$ cat config.mk
export PLATFORM = sky130hd
export DESIGN_NAME = afd_decoder
export DESIGN_NICKNAME = d
export VERILOG_FILES = /design/src/logic/afd_pkg.sv /design/src/logic/afd_decoder.sv /design/src/logic/afd_octet_map.sv
export SDC_FILE = /design/constraint.sdc
export NUM_CORES = 1
export LEC_CHECK = 0
export ABC_CLOCK_PERIOD_IN_PS = 4800
export CAP_MARGIN = 20
export CORE_MARGIN = 3
export CORE_UTILIZATION = 25
export DETAILED_ROUTE_END_ITERATION = 12
export DONT_BUFFER_PORTS = 1
export GPL_ROUTABILITY_DRIVEN = 0
export PLACE_DENSITY = 0.36
export SETUP_SLACK_MARGIN = 0.4
export SKIP_CTS_REPAIR_TIMING = 1
export SLEW_MARGIN = 20
export SYNTH_ARGS = -nofsm -noshare
export SYNTH_HDL_FRONTEND = slang
export SYNTH_SLANG_ARGS = --single-unit
export TNS_END_PERCENT = 1
$ cat constraint.sdc
create_clock -name i_clk -period 4.8 [get_ports i_clk]
set_input_delay 0 -clock i_clk [delete_from_list [all_inputs] [get_ports i_clk]]
set_output_delay 0 -clock i_clk [all_outputs]
set_load 0.01 [all_outputs]
$ cat src/logic/afd_pkg.sv
// Shared types and constants for the alpha-field decoder
package afd_pkg;
   localparam logic [7:0] PFX_U16 = 8'h80;
   localparam logic [7:0] PFX_HALF = 8'h81;
   localparam logic [7:0] PFX_FULL = 8'h82;
   localparam logic [7:0] OCT_PAD = 8'hff;
   localparam logic [7:0] CNT_ZERO = 8'h00;
   localparam logic [7:0] CNT_ONE = 8'h01;
   localparam logic [6:0] HALF_LOW_ZERO = 7'h00;
   localparam logic [15:0] OFFSET_MAX = 16'h007f;

   typedef enum logic [3:0] {
      ST_LEAD,
      ST_PLAIN,
      ST_U16_HI,
      ST_U16_LO,
      ST_COUNT,
      ST_BASE_HI,
      ST_BASE_LO,
      ST_BODY,
      ST_DRAIN
   } afd_state_e_t;

   typedef enum logic {
      SCH_HALF,
      SCH_FULL
   } afd_scheme_t;

   typedef struct packed {
      logic is_ucs2;
      logic [15:0] code;
   } afd_char_t;

   typedef struct packed {
      afd_state_e_t st;
      afd_scheme_t scheme;
      logic [7:0] cnt;
      logic [15:0] base;
      logic [7:0] high_byte;
      afd_char_t chr;
      logic chr_valid;
      logic done;
      logic ready;
   } afd_dec_t;

   localparam afd_dec_t DEC_RST = '{
      st: ST_LEAD,
      scheme: SCH_HALF,
      cnt: 8'h00,
      base: 16'h0000,
      high_byte: 8'h00,
      chr: '{is_ucs2: 1'b0, code: 16'h0000},
      chr_valid: 1'b0,
      done: 1'b0,
      ready: 1'b0
   };
endpackage

$ cat src/logic/afd_decoder.sv
// Alpha-field record decoder: octet stream in, characters out
`timescale 1ns/1ps
`default_nettype none
module afd_decoder
   import afd_pkg::*;
(
   input wire logic i_clk,
   input wire logic i_sys_rst,
   input wire logic i_oct_valid,
   input wire logic [7:0] i_oct_data,
   input wire logic i_oct_last,
   output var logic o_oct_ready,
   output var afd_char_t o_char,
   output var logic o_char_valid,
   output var logic o_done
);
   afd_dec_t q;
   afd_dec_t d;
   afd_char_t mapped;
   logic take;

   assign take = i_oct_valid && q.ready;

   afd_octet_map u_map (
      .i_octet(i_oct_data),
      .i_base(q.base),
      .o_char(mapped)
   );

   always_comb begin
      d = q;
      d.chr_valid = 1'b0;
      d.done = 1'b0;
      d.ready = 1'b1;
      if (take) begin
         case (q.st)
            ST_LEAD: begin
               if (i_oct_data == PFX_U16) begin
                  d.st = ST_U16_HI;
               end else if (i_oct_data == PFX_HALF) begin
                  d.scheme = SCH_HALF;
                  d.st = ST_COUNT;
               end else if (i_oct_data == PFX_FULL) begin
                  d.scheme = SCH_FULL;
                  d.st = ST_COUNT;
               end else begin
                  d.st = ST_PLAIN;
                  if (i_oct_data != OCT_PAD) begin
                     d.chr = '{is_ucs2: 1'b0, code: {9'h000, i_oct_data[6:0]}};
                     d.chr_valid = 1'b1;
                  end
               end
            end
            ST_PLAIN: begin
               if (i_oct_data != OCT_PAD) begin
                  d.chr = '{is_ucs2: 1'b0, code: {9'h000, i_oct_data[6:0]}};
                  d.chr_valid = 1'b1;
               end
            end
            ST_U16_HI: begin
               d.high_byte = i_oct_data;
               d.st = ST_U16_LO;
            end
            ST_U16_LO: begin
               // Pad pairs are skipped; odd trailing octet is never paired
               if (!(q.high_byte == OCT_PAD && i_oct_data == OCT_PAD)) begin
                  d.chr = '{is_ucs2: 1'b1, code: {q.high_byte, i_oct_data}};
                  d.chr_valid = 1'b1;
               end
               d.st = ST_U16_HI;
            end
            ST_COUNT: begin
               d.cnt = i_oct_data;
               d.st = ST_BASE_HI;
            end
            ST_BASE_HI: begin
               if (q.scheme == SCH_HALF) begin
                  d.base = {1'b0, i_oct_data, HALF_LOW_ZERO};
                  d.st = (q.cnt == CNT_ZERO) ? ST_DRAIN : ST_BODY;
               end else begin
                  d.base[15:8] = i_oct_data;
                  d.st = ST_BASE_LO;
               end
            end
            ST_BASE_LO: begin
               d.base[7:0] = i_oct_data;
               d.st = (q.cnt == CNT_ZERO) ? ST_DRAIN : ST_BODY;
            end
            ST_BODY: begin
               d.chr = mapped;
               d.chr_valid = 1'b1;
               d.cnt = q.cnt - CNT_ONE;
               if (q.cnt == CNT_ONE) begin
                  d.st = ST_DRAIN;
               end
            end
            ST_DRAIN: begin
               d.st = ST_DRAIN;
            end
            default: begin
               d.st = ST_LEAD;
            end
         endcase
         if (i_oct_last) begin
            d.st = ST_LEAD;
            d.done = 1'b1;
         end
      end
   end

   always_ff @(posedge i_clk) begin
      if (i_sys_rst) begin
         q <= DEC_RST;
      end else begin
         q <= d;
      end
   end

   assign o_oct_ready = q.ready;
   assign o_char = q.chr;
   assign o_char_valid = q.chr_valid;
   assign o_done = q.done;
endmodule
`default_nettype wire

$ cat src/logic/afd_octet_map.sv
// Maps one counted-scheme octet to a default or UCS2 character
`timescale 1ns/1ps
`default_nettype none
module afd_octet_map
   import afd_pkg::*;
(
   input wire logic [7:0] i_octet,
   input wire logic [15:0] i_base,
   output var afd_char_t o_char
);
   always_comb begin
      o_char.is_ucs2 = i_octet[7];
      if (i_octet[7]) begin
         o_char.code = i_base + {9'h000, i_octet[6:0]};
      end else begin
         o_char.code = {9'h000, i_octet[6:0]};
      end
   end
endmodule
`default_nettype wire

Yosys cells after proc, flatten, opt, wreduce, memory -nomap -nowiden
Index checks and enable logic that the tools add are counted.
- $add $sub $neg: 2
- equal/unequal tests: 22
- mux-type cells: 22
- bitwise gates (word level): 2
- reductions and logical operators: 16
- operator list (operator ; number):
    $mux 18 ; 5
    $pmux 18 s4 ; 1
    $eq 8x8->1 const B ; 5
    $pmux 4 s9 ; 1
    $pmux 8 s2 ; 2
    $mux 4 ; 5
    $add 16x7->16 ; 1
    $eq 4x3->1 const B ; 4
    $mux 16 ; 1
    $mux 8 ; 2
    $ne 2x2->1 const B ; 6
    $eq 4x2->1 const B ; 2
    $eq 8x1->1 const B ; 1
    $logic_not 8->1 ; 1
    $ne 8x8->1 const B ; 1
    $sub 8x1->8 const B ; 1
    $mux 3 ; 2
    $reduce_and 2->1 ; 3
    $reduce_and 3->1 ; 2
    $reduce_and 6->1 ; 1
    $reduce_bool 2->1 ; 3
    $eq 4x1->1 const B ; 1
    $eq 4x4->1 const B ; 1
    $logic_not 4->1 ; 1
    7 further kinds ; 11
- bits in registers: 57
- input bits: 12
- output and inout bits: 20
- logic and storage cells: 75

Depth between registers and ports, before layout
Gate-level depths: netlist of the first run.
- depth after elaboration: 6
- gate-level depth with buffers: 8
- gate-level depth less buffers: 8

Cells and area by module
A second synthesis of the first run with hierarchy kept.
- cells, all modules: 450
- area, all modules: 3754.9 um2
- modules (own cells, without submodules) (module ; instances ; cells an instance ; area each (um2) ; seq. area each (um2)):
    afd_decoder ; 1 ; 370 ; 3139.3 ; 1141.1
    afd_octet_map ; 1 ; 80 ; 615.6 ; 0.0

Least setup slack after synthesis of the first run
No wires, ideal clock.
- kind: register to register
- start point: register q[53] in the netlist's numbering
- end point: register q, in the netlist o_char[12]
- data arrival time: 2.043 ns
- slack: 2.634 ns
- cell stages (with the launch flop): 9
- path buffers: 2
- path through: dfxtp_1 -> buf_4 -> or4_1 -> nor4b_4 -> a2111o_1 -> or3_1 -> buf_6 -> nor2_1 -> a221o_2
- longest elaborated chain between the ends: 3
- elaborated cells on any way between the ends: 11
- RTL lines (item ; RTL line ; RTL):
    start: declaration ; afd_decoder.sv:17 ; afd_dec_t q;
    start signal: assignment ; afd_decoder.sv:113 ; q <= DEC_RST;
    start signal: assignment ; afd_decoder.sv:115 ; q <= d;
    $eq 4x3->1 (tied with other cells) ; afd_decoder.sv:36 ; case (q.st)
    $reduce_bool 4->1 (no source line) / $ne 2x2->1 (equally long branches) ; n/a ;
    $reduce_and 6->1 (no source line) ; n/a ;
Parallel ways exist; a longest one is shown, timed or not.
A chain may end at the register's enable or synchronous reset.

Final worst setup path of the first run
- start point: register q[54] in the netlist's numbering
- end point: register q, in the netlist o_char[11]
Same word-level chain as after synthesis.

==> flow_summary.ini, run 1 <==
[sta]
slew_of_the_pin_with_the_lowest_slew_margin_ns = 0.972
slew_violations = 0
finalWorstPathRequiredPeriod_ns = 2.84
holdWs_ns = -0.0641
clock-skew-final_ns = 0.0106
period_share_pct = 59.1
maxClockFrequency_mhz = 352
tns_ns = 0
setup_violations = 0
final_hold_viol_count = 4
max-slew-margin-rel_pct = 34.6
rsz0062_at_grt = false

[global_route]
grt_overflow_total = 0
first_global_vias = 3043
groute.usage.overall_pct = 14.6
largest_net_degree_at_the_start_of_global_routing = 42
grt_first_pass_wirelength_mm = 17.8
grt_antenna_before_repair = 0

[drt]
post-route-drc-count = 0
routed_wire_length_per_instance_um = 19.4
ant_nets = 0
via_density_per_instance = 5.18
vias = 3199
wirelength_mm = 12.0
first_iter_violations = 192
drt_pass1_iterations = 4

[setup_path]
required_ns = 5.03
critical_path.endpoint_type = flip-flop
crit_path_max_fanout = 19
criticalPathCategory = flip-flop to flip-flop
critical_path.startpoint_type = flip-flop
rr_startpoint = q[54]
worst_r2r_path_depth = 6
regToRegEndpoint = o_char[11]
worst_ep_arrival_time_ns = 3.07
reg2reg_slack_ns = 1.96

[synth]
synth-warning-count = 0
synth_async_sr_flop_share_pct = 0
mappedNetlistNets = 480
mappedNetlistArea_um2 = 3560
ys.flop_type = sky130_fd_sc_hd__dfxtp_1
synthCells = 457
yosys.area.top_type_share_pct = 32.1
syn-mean-instance-area_um2 = 7.79
synth_area_leaders = sky130_fd_sc_hd__dfxtp_1 32%, sky130_fd_sc_hd__nor2_1 6.4%, sky130_fd_sc_hd__a21oi_1 5.8%
synth_seq_area_share_pct = 32.1
synth-seq-cells = 57
synth_area_leader_cell = sky130_fd_sc_hd__dfxtp_1
synth-edff-count = 0
post_synth_num_cell_types = 59

[flow_run]
number_of_maximum_capacitance_constraint_violations = 0

[finish]
drive_above_1_share_pct = 7.03
diodes_inserted = 0
finish.net_count = 459
final_cell_count_no_fill = 617
syn2layout_area_growth_pct = 11.8
layout.cell_area.non_filler_um2 = 3980
fillerInstances = 1478

[pwr]
p_leak_nw = 1.39
ir_drop_mv = 0.159
total_power_mw = 1.22
powerDensity_nw_per_um2 = 306

[hold_path]
holdPathEnd = q[41]
min-delay-path-class = input port to flip-flop
worst_hold_startpoint = i_oct_data[6]
worst_hold_path.num_cells = 4

[placement]
dpl.hpwl_mm = 7.92
io_buffers = 0
placed_cells_incl_taps = 587
postPlaceCellArea_um2 = 3530

[clock_tree]
cts_buffers = 9
clk_sinks = 57
htreeDepth = 3
cts_max_path_buffers = 2
cts_tree = done
insertion_delay_ns = 0.34
cts.root.buffer_cell = sky130_fd_sc_hd__clkbuf_16
clk_transition_reported_paths_ns = 0.06

[floorplan]
die-area_um2 = 15700
starting_density_of_the_core_pct = 26.2
floorplan_die_height_um = 125
placement_row_count = 42
placeableCoreArea_um2 = 13600
die_outline_width_um = 125
pin_count = 32

[outcome]
run_status = complete, but fails checks
violated_checks = hold timing
## worst max-delay path: stages (launching register included)
cell,delay (ns)
sky130_fd_sc_hd__dfxtp_1,0.68
sky130_fd_sc_hd__nor2b_1,0.18
sky130_fd_sc_hd__or4_4,0.49
sky130_fd_sc_hd__a211oi_4,0.50
sky130_fd_sc_hd__o21ai_2,0.14
sky130_fd_sc_hd__and2_0,0.32
sky130_fd_sc_hd__a221o_1,0.39
## how the worst max path moves through the flow
stage          start    endpoint  cells past startpoint
2_1_floorplan  q[53]  o_char[12]                      8
3_3_place_gp   q[54]  o_char[11]                      6
3_5_place_dp   q[54]  o_char[11]                      6
4_1_cts        q[54]  o_char[11]                      6
5_1_grt        q[54]   o_char[8]                      6
6_report       q[54]  o_char[11]                      6
## per-stage QoR
step,worst slack (ns),util [%],hold slack (ns)
5_1_grt,1.74,29.4,0.00876
3_3_place_gp,2.03,26.0,0.0771
2_1_floorplan,2.63,-,0.146
3_5_place_dp,1.97,26.0,0.0813
4_1_cts,1.98,28.2,-0.279
6_report,1.96,29.4,-0.0641
## logic make-up (layout without fill, tap and decap cells)
family | count (synthesis) | count (layout) | share of synthesized area (%)
AOI/OAI and AO/OA | 132 | 132 | 23.9
xor gates and xnor gates | 15 | 15 | 3.69
adders and majority gates | 11 | 11 | 4.08
buffers and inverters | 59 | 43 | 8.65
DFF | 57 | 57 | 32.1
muxes | 17 | 17 | 4.78
and+or+nand+nor | 166 | 166 | 22.8
## Yosys cell counts (4+ instances only)
| library cell | count |
|---|---|
| sky130_fd_sc_hd__nor3_1 | 10 |
| sky130_fd_sc_hd__nor2b_1 | 7 |
| sky130_fd_sc_hd__a21oi_1 | 41 |
| sky130_fd_sc_hd__nand2_1 | 38 |
| sky130_fd_sc_hd__inv_1 | 11 |
| sky130_fd_sc_hd__buf_4 | 18 |
| sky130_fd_sc_hd__mux2i_1 | 17 |
| sky130_fd_sc_hd__o21ai_0 | 33 |
| sky130_fd_sc_hd__a211oi_1 | 6 |
| sky130_fd_sc_hd__a22oi_1 | 4 |
| sky130_fd_sc_hd__ha_1 | 10 |
| sky130_fd_sc_hd__xnor2_1 | 10 |
| sky130_fd_sc_hd__dfxtp_1 | 57 |
| sky130_fd_sc_hd__xor2_1 | 5 |
| sky130_fd_sc_hd__o211ai_1 | 4 |
| sky130_fd_sc_hd__and3_1 | 4 |
| sky130_fd_sc_hd__a31oi_1 | 7 |
| sky130_fd_sc_hd__clkbuf_1 | 22 |
| sky130_fd_sc_hd__nand3_1 | 15 |
| sky130_fd_sc_hd__nor2_1 | 61 |
| sky130_fd_sc_hd__nand4_1 | 7 |
## report_power, final
part,internal [mW],switching (mW)
registers,0.478,0.00829
logic,0.0263,0.0433
clock network,0.405,0.256
total,0.909,0.308
## area by class of cell
type | instances | area [um^2] | share of cell area (%)
Clock buffer | 9 | 225 | 5.66
Clock inverter | 7 | 77.6 | 1.95
Inverter | 11 | 41.3 | 1.04
Multi-Input combinational cell | 341 | 2110 | 53.0
Sequential cell | 57 | 1140 | 28.7
Tap cell | 176 | 220 | 5.53
Timing Repair Buffer | 16 | 165 | 4.15
## state kept, by name (all words and copies together) (netlist names)
signal,count
o_oct_ready,1
o_char,17
q,37
o_done,1
o_char_valid,1
## placed cells by master (no fill, tap or decap), types with 3 or more instances in the layout
master | netlist | layout
sky130_fd_sc_hd__nor2_1 | 61 | 61
sky130_fd_sc_hd__dfxtp_1 | 57 | 57
sky130_fd_sc_hd__a21oi_1 | 41 | 41
sky130_fd_sc_hd__nand2_1 | 38 | 38
sky130_fd_sc_hd__o21ai_0 | 33 | 33
sky130_fd_sc_hd__mux2i_1 | 17 | 17
sky130_fd_sc_hd__nand3_1 | 15 | 15
sky130_fd_sc_hd__dlygate4sd3_1 | 0 | 13
sky130_fd_sc_hd__inv_1 | 11 | 11
sky130_fd_sc_hd__nor3_1 | 10 | 10
sky130_fd_sc_hd__xnor2_1 | 10 | 10
sky130_fd_sc_hd__ha_1 | 10 | 10
sky130_fd_sc_hd__clkbuf_16 | 0 | 9
sky130_fd_sc_hd__nor2b_1 | 7 | 7
sky130_fd_sc_hd__nand4_1 | 7 | 7
sky130_fd_sc_hd__a31oi_1 | 7 | 7
sky130_fd_sc_hd__a211oi_1 | 6 | 6
sky130_fd_sc_hd__xor2_1 | 5 | 5
sky130_fd_sc_hd__o211ai_1 | 4 | 4
sky130_fd_sc_hd__and3_1 | 4 | 4
sky130_fd_sc_hd__a22oi_1 | 4 | 4
sky130_fd_sc_hd__clkinvlp_4 | 0 | 4
sky130_fd_sc_hd__and2_1 | 3 | 3
sky130_fd_sc_hd__nor4_1 | 3 | 3
sky130_fd_sc_hd__or3_1 | 3 | 3
sky130_fd_sc_hd__a41oi_1 | 3 | 3
sky130_fd_sc_hd__a221o_2 | 3 | 3
sky130_fd_sc_hd__a21o_1 | 3 | 3
sky130_fd_sc_hd__o32ai_1 | 3 | 3
sky130_fd_sc_hd__a221o_1 | 3 | 3
## per-layer routing
| layer | global-route usage (%) | vias to the layer above | wire length (um) |
|---|---|---|---|
| li1 | - | 1586 | - |
| met1 | 19.3 | 1506 | 5830 |
| met2 | 22.1 | 91 | 5200 |
| met3 | 4.69 | 16 | 724 |
| met4 | 5.61 | 0 | 211 |
| met5 | 0 | - | 0 |
Power figures use the tool's default switching activity.
==> run 2: changes to the inputs <==
ABC_CLOCK_PERIOD_IN_PS = 2800   (was 4800)
clock period = 2.8 ns   (was 4.8 ns; I/O delays follow)
==> run 2 against run 1 <==
Effect of this change:
- the flow still finishes with violations (hold timing)
- largest power group unchanged
- register-to-register slack worse by 1.4 ns
- critical endpoint is now o_char[13]
- final cell count is 0.97% higher
- die area stayed put
- non-clock buffer count is 6 higher
- critical path depth stayed put
- global-route usage is 0.052 points higher
==> flow_summary.ini, run 2 (synthesis results as in run 1) <==
[finish]
drive_above_1_share_pct = 9.62
register_ranked_first_by_flip_flop_count = q
final_util_pct = 29.9
finish.net_count = 465
flip_flop_count_of_the_largest_register_after_layout = 37
commonest_cells_after_routing_fill_and_taps_aside = 61 x sky130_fd_sc_hd__nor2_1, 56 x sky130_fd_sc_hd__dfxtp_1, 41 x sky130_fd_sc_hd__a21oi_1, 38 x sky130_fd_sc_hd__nand2_1, 33 x sky130_fd_sc_hd__o21ai_0
syn2layout_area_growth_pct = 13.7
diodes_inserted = 0
most_common_cell_after_layout_fill_and_taps_aside = sky130_fd_sc_hd__nor2_1

[sta]
slew_of_the_pin_with_the_lowest_slew_margin_ns = 0.669
setup_violations = 0
tns_ns = 0
clock-skew-final_ns = 0.00336
holdWs_ns = -0.0626
maxClockFrequency_mhz = 440
max-slew-margin-rel_pct = 55.3
slew_violations = 0
rsz0062_at_grt = false
period_share_pct = 81.1
finalWorstPathRequiredPeriod_ns = 2.27
final_hold_viol_count = 5
setup_ws_ns = 0.530

[pwr]
p_leak_nw = 1.44
powerDensity_nw_per_um2 = 528
ir_drop_mv = 0.286
total_power_mw = 2.14

[drt]
drt_pass1_iterations = 4
routed_wire_length_per_instance_um = 19.3
wirelength_mm = 12.0
first_iter_violations = 230
via_density_per_instance = 5.17
post-route-drc-count = 0
ant_nets = 0
vias = 3219

[outcome]
violated_checks = hold timing
run_status = complete, but fails checks

[placement]
dpl.hpwl_mm = 8.05
dpl_worst_slack_ns = 0.416
io_buffers = 0

[floorplan]
placement_row_count = 42
starting_density_of_the_core_pct = 26.2
die-area_um2 = 15700
die_outline_width_um = 125
floorplan_die_height_um = 125
pin_count = 32
placeableCoreArea_um2 = 13600

[global_route]
grt_antenna_before_repair = 0
use_met3_pct = 4.61
grt_overflow_total = 0
grt_util_met2_pct = 22.1
grt_first_pass_wirelength_mm = 18.0
largest_net_degree_at_the_start_of_global_routing = 42
grt.busiest_layer = met2
grtUsageMet1_pct = 20.0
groute.usage.overall_pct = 14.6
first_global_vias = 3009

[setup_path]
required_ns = 3.08
crit_path_max_fanout = 7
worst_ep_arrival_time_ns = 2.55
critical_path.slowest_cell = sky130_fd_sc_hd__or4_4
path_cells = buf_4 > or4_4 > a2111o_1 > or3_4 > nor2_1 > a221o_2
critical_path.max_stage_delay_ns = 0.58
critical_path.startpoint_type = flip-flop
criticalPathCategory = flip-flop to flip-flop
critical_path.endpoint_type = flip-flop

[clock_tree]
cts_max_path_buffers = 2
clk_sinks = 57
cts_buffers = 9
clk_transition_reported_paths_ns = 0.05
cts_tree = done
htreeDepth = 3
cts.root.buffer_cell = sky130_fd_sc_hd__clkbuf_16
insertion_delay_ns = 0.34

[flow_run]
number_of_maximum_capacitance_constraint_violations = 0

[hold_path]
min-delay-path-class = input port to flip-flop
## run 2: changes by cell type in the layout (fill, tap and decap cells not counted), moves of 2 or more
cell | previous run | this run
sky130_fd_sc_hd__inv_6 | 2 | 0
sky130_fd_sc_hd__a41oi_2 | 0 | 2
sky130_fd_sc_hd__buf_4 | 2 | 11
sky130_fd_sc_hd__clkinv_2 | 0 | 3
sky130_fd_sc_hd__dlygate4sd3_1 | 13 | 10
sky130_fd_sc_hd__clkinvlp_4 | 4 | 1
sky130_fd_sc_hd__a41oi_1 | 3 | 1
## run 2: worst paths after layout
| path | slack, ns | endpoint | cells after the start | start |
|---|---|---|---|---|
| setup / recovery | 0.53 | o_char[13] | 6 | q[56] |
| hold / removal | -0.06 | q[46] | 4 | i_oct_data[2] |
| setup reg to reg | 0.53 | o_char[13] | 6 | q[56] |
| hold reg to reg | 0.46 | q[28] | 2 | q[28] |
## run 2: through the flow
stage               instance area (um^2)  cells
floorplan                           3560    457
global placement                    3590    595
detailed placement                  3590    595
CTS                                 3900    611
global route                        4050    623
finish                              4050    623
## run 2: critical path: cells and delay by family, from the launching register on
family,cells,cell delay (ns)
compound gates,2,0.56
buf+inv,1,0.18
flops,1,0.37
simple gates,3,1.11
## run 2: report_power, final
group	switching, mW	internal, mW	total, mW
sequential	0.0121	0.821	0.833
clock	0.407	0.773	1.18
combinational	0.0785	0.0466	0.125
total	0.497	1.64	2.14
## run 2: per-layer routing
| metal | part of all wire, % | vias up | wire [um] |
|---|---|---|---|
| met5 | 0 | - | 0 |
| met4 | 1.3 | 0 | 150 |
| met3 | 4.5 | 14 | 542 |
| met2 | 45 | 75 | 5340 |
| met1 | 50 | 1520 | 5960 |
| li1 | - | 1610 | - |
## run 2: layout make-up
class	instances	area, um^2
Clock buffer	10	229
Clock inverter	6	82.6
Fill cell	1478	9510
Inverter	11	41.3
Multi-Input combinational cell	341	2130
Sequential cell	57	1140
Tap cell	176	220
Timing Repair Buffer	22	203
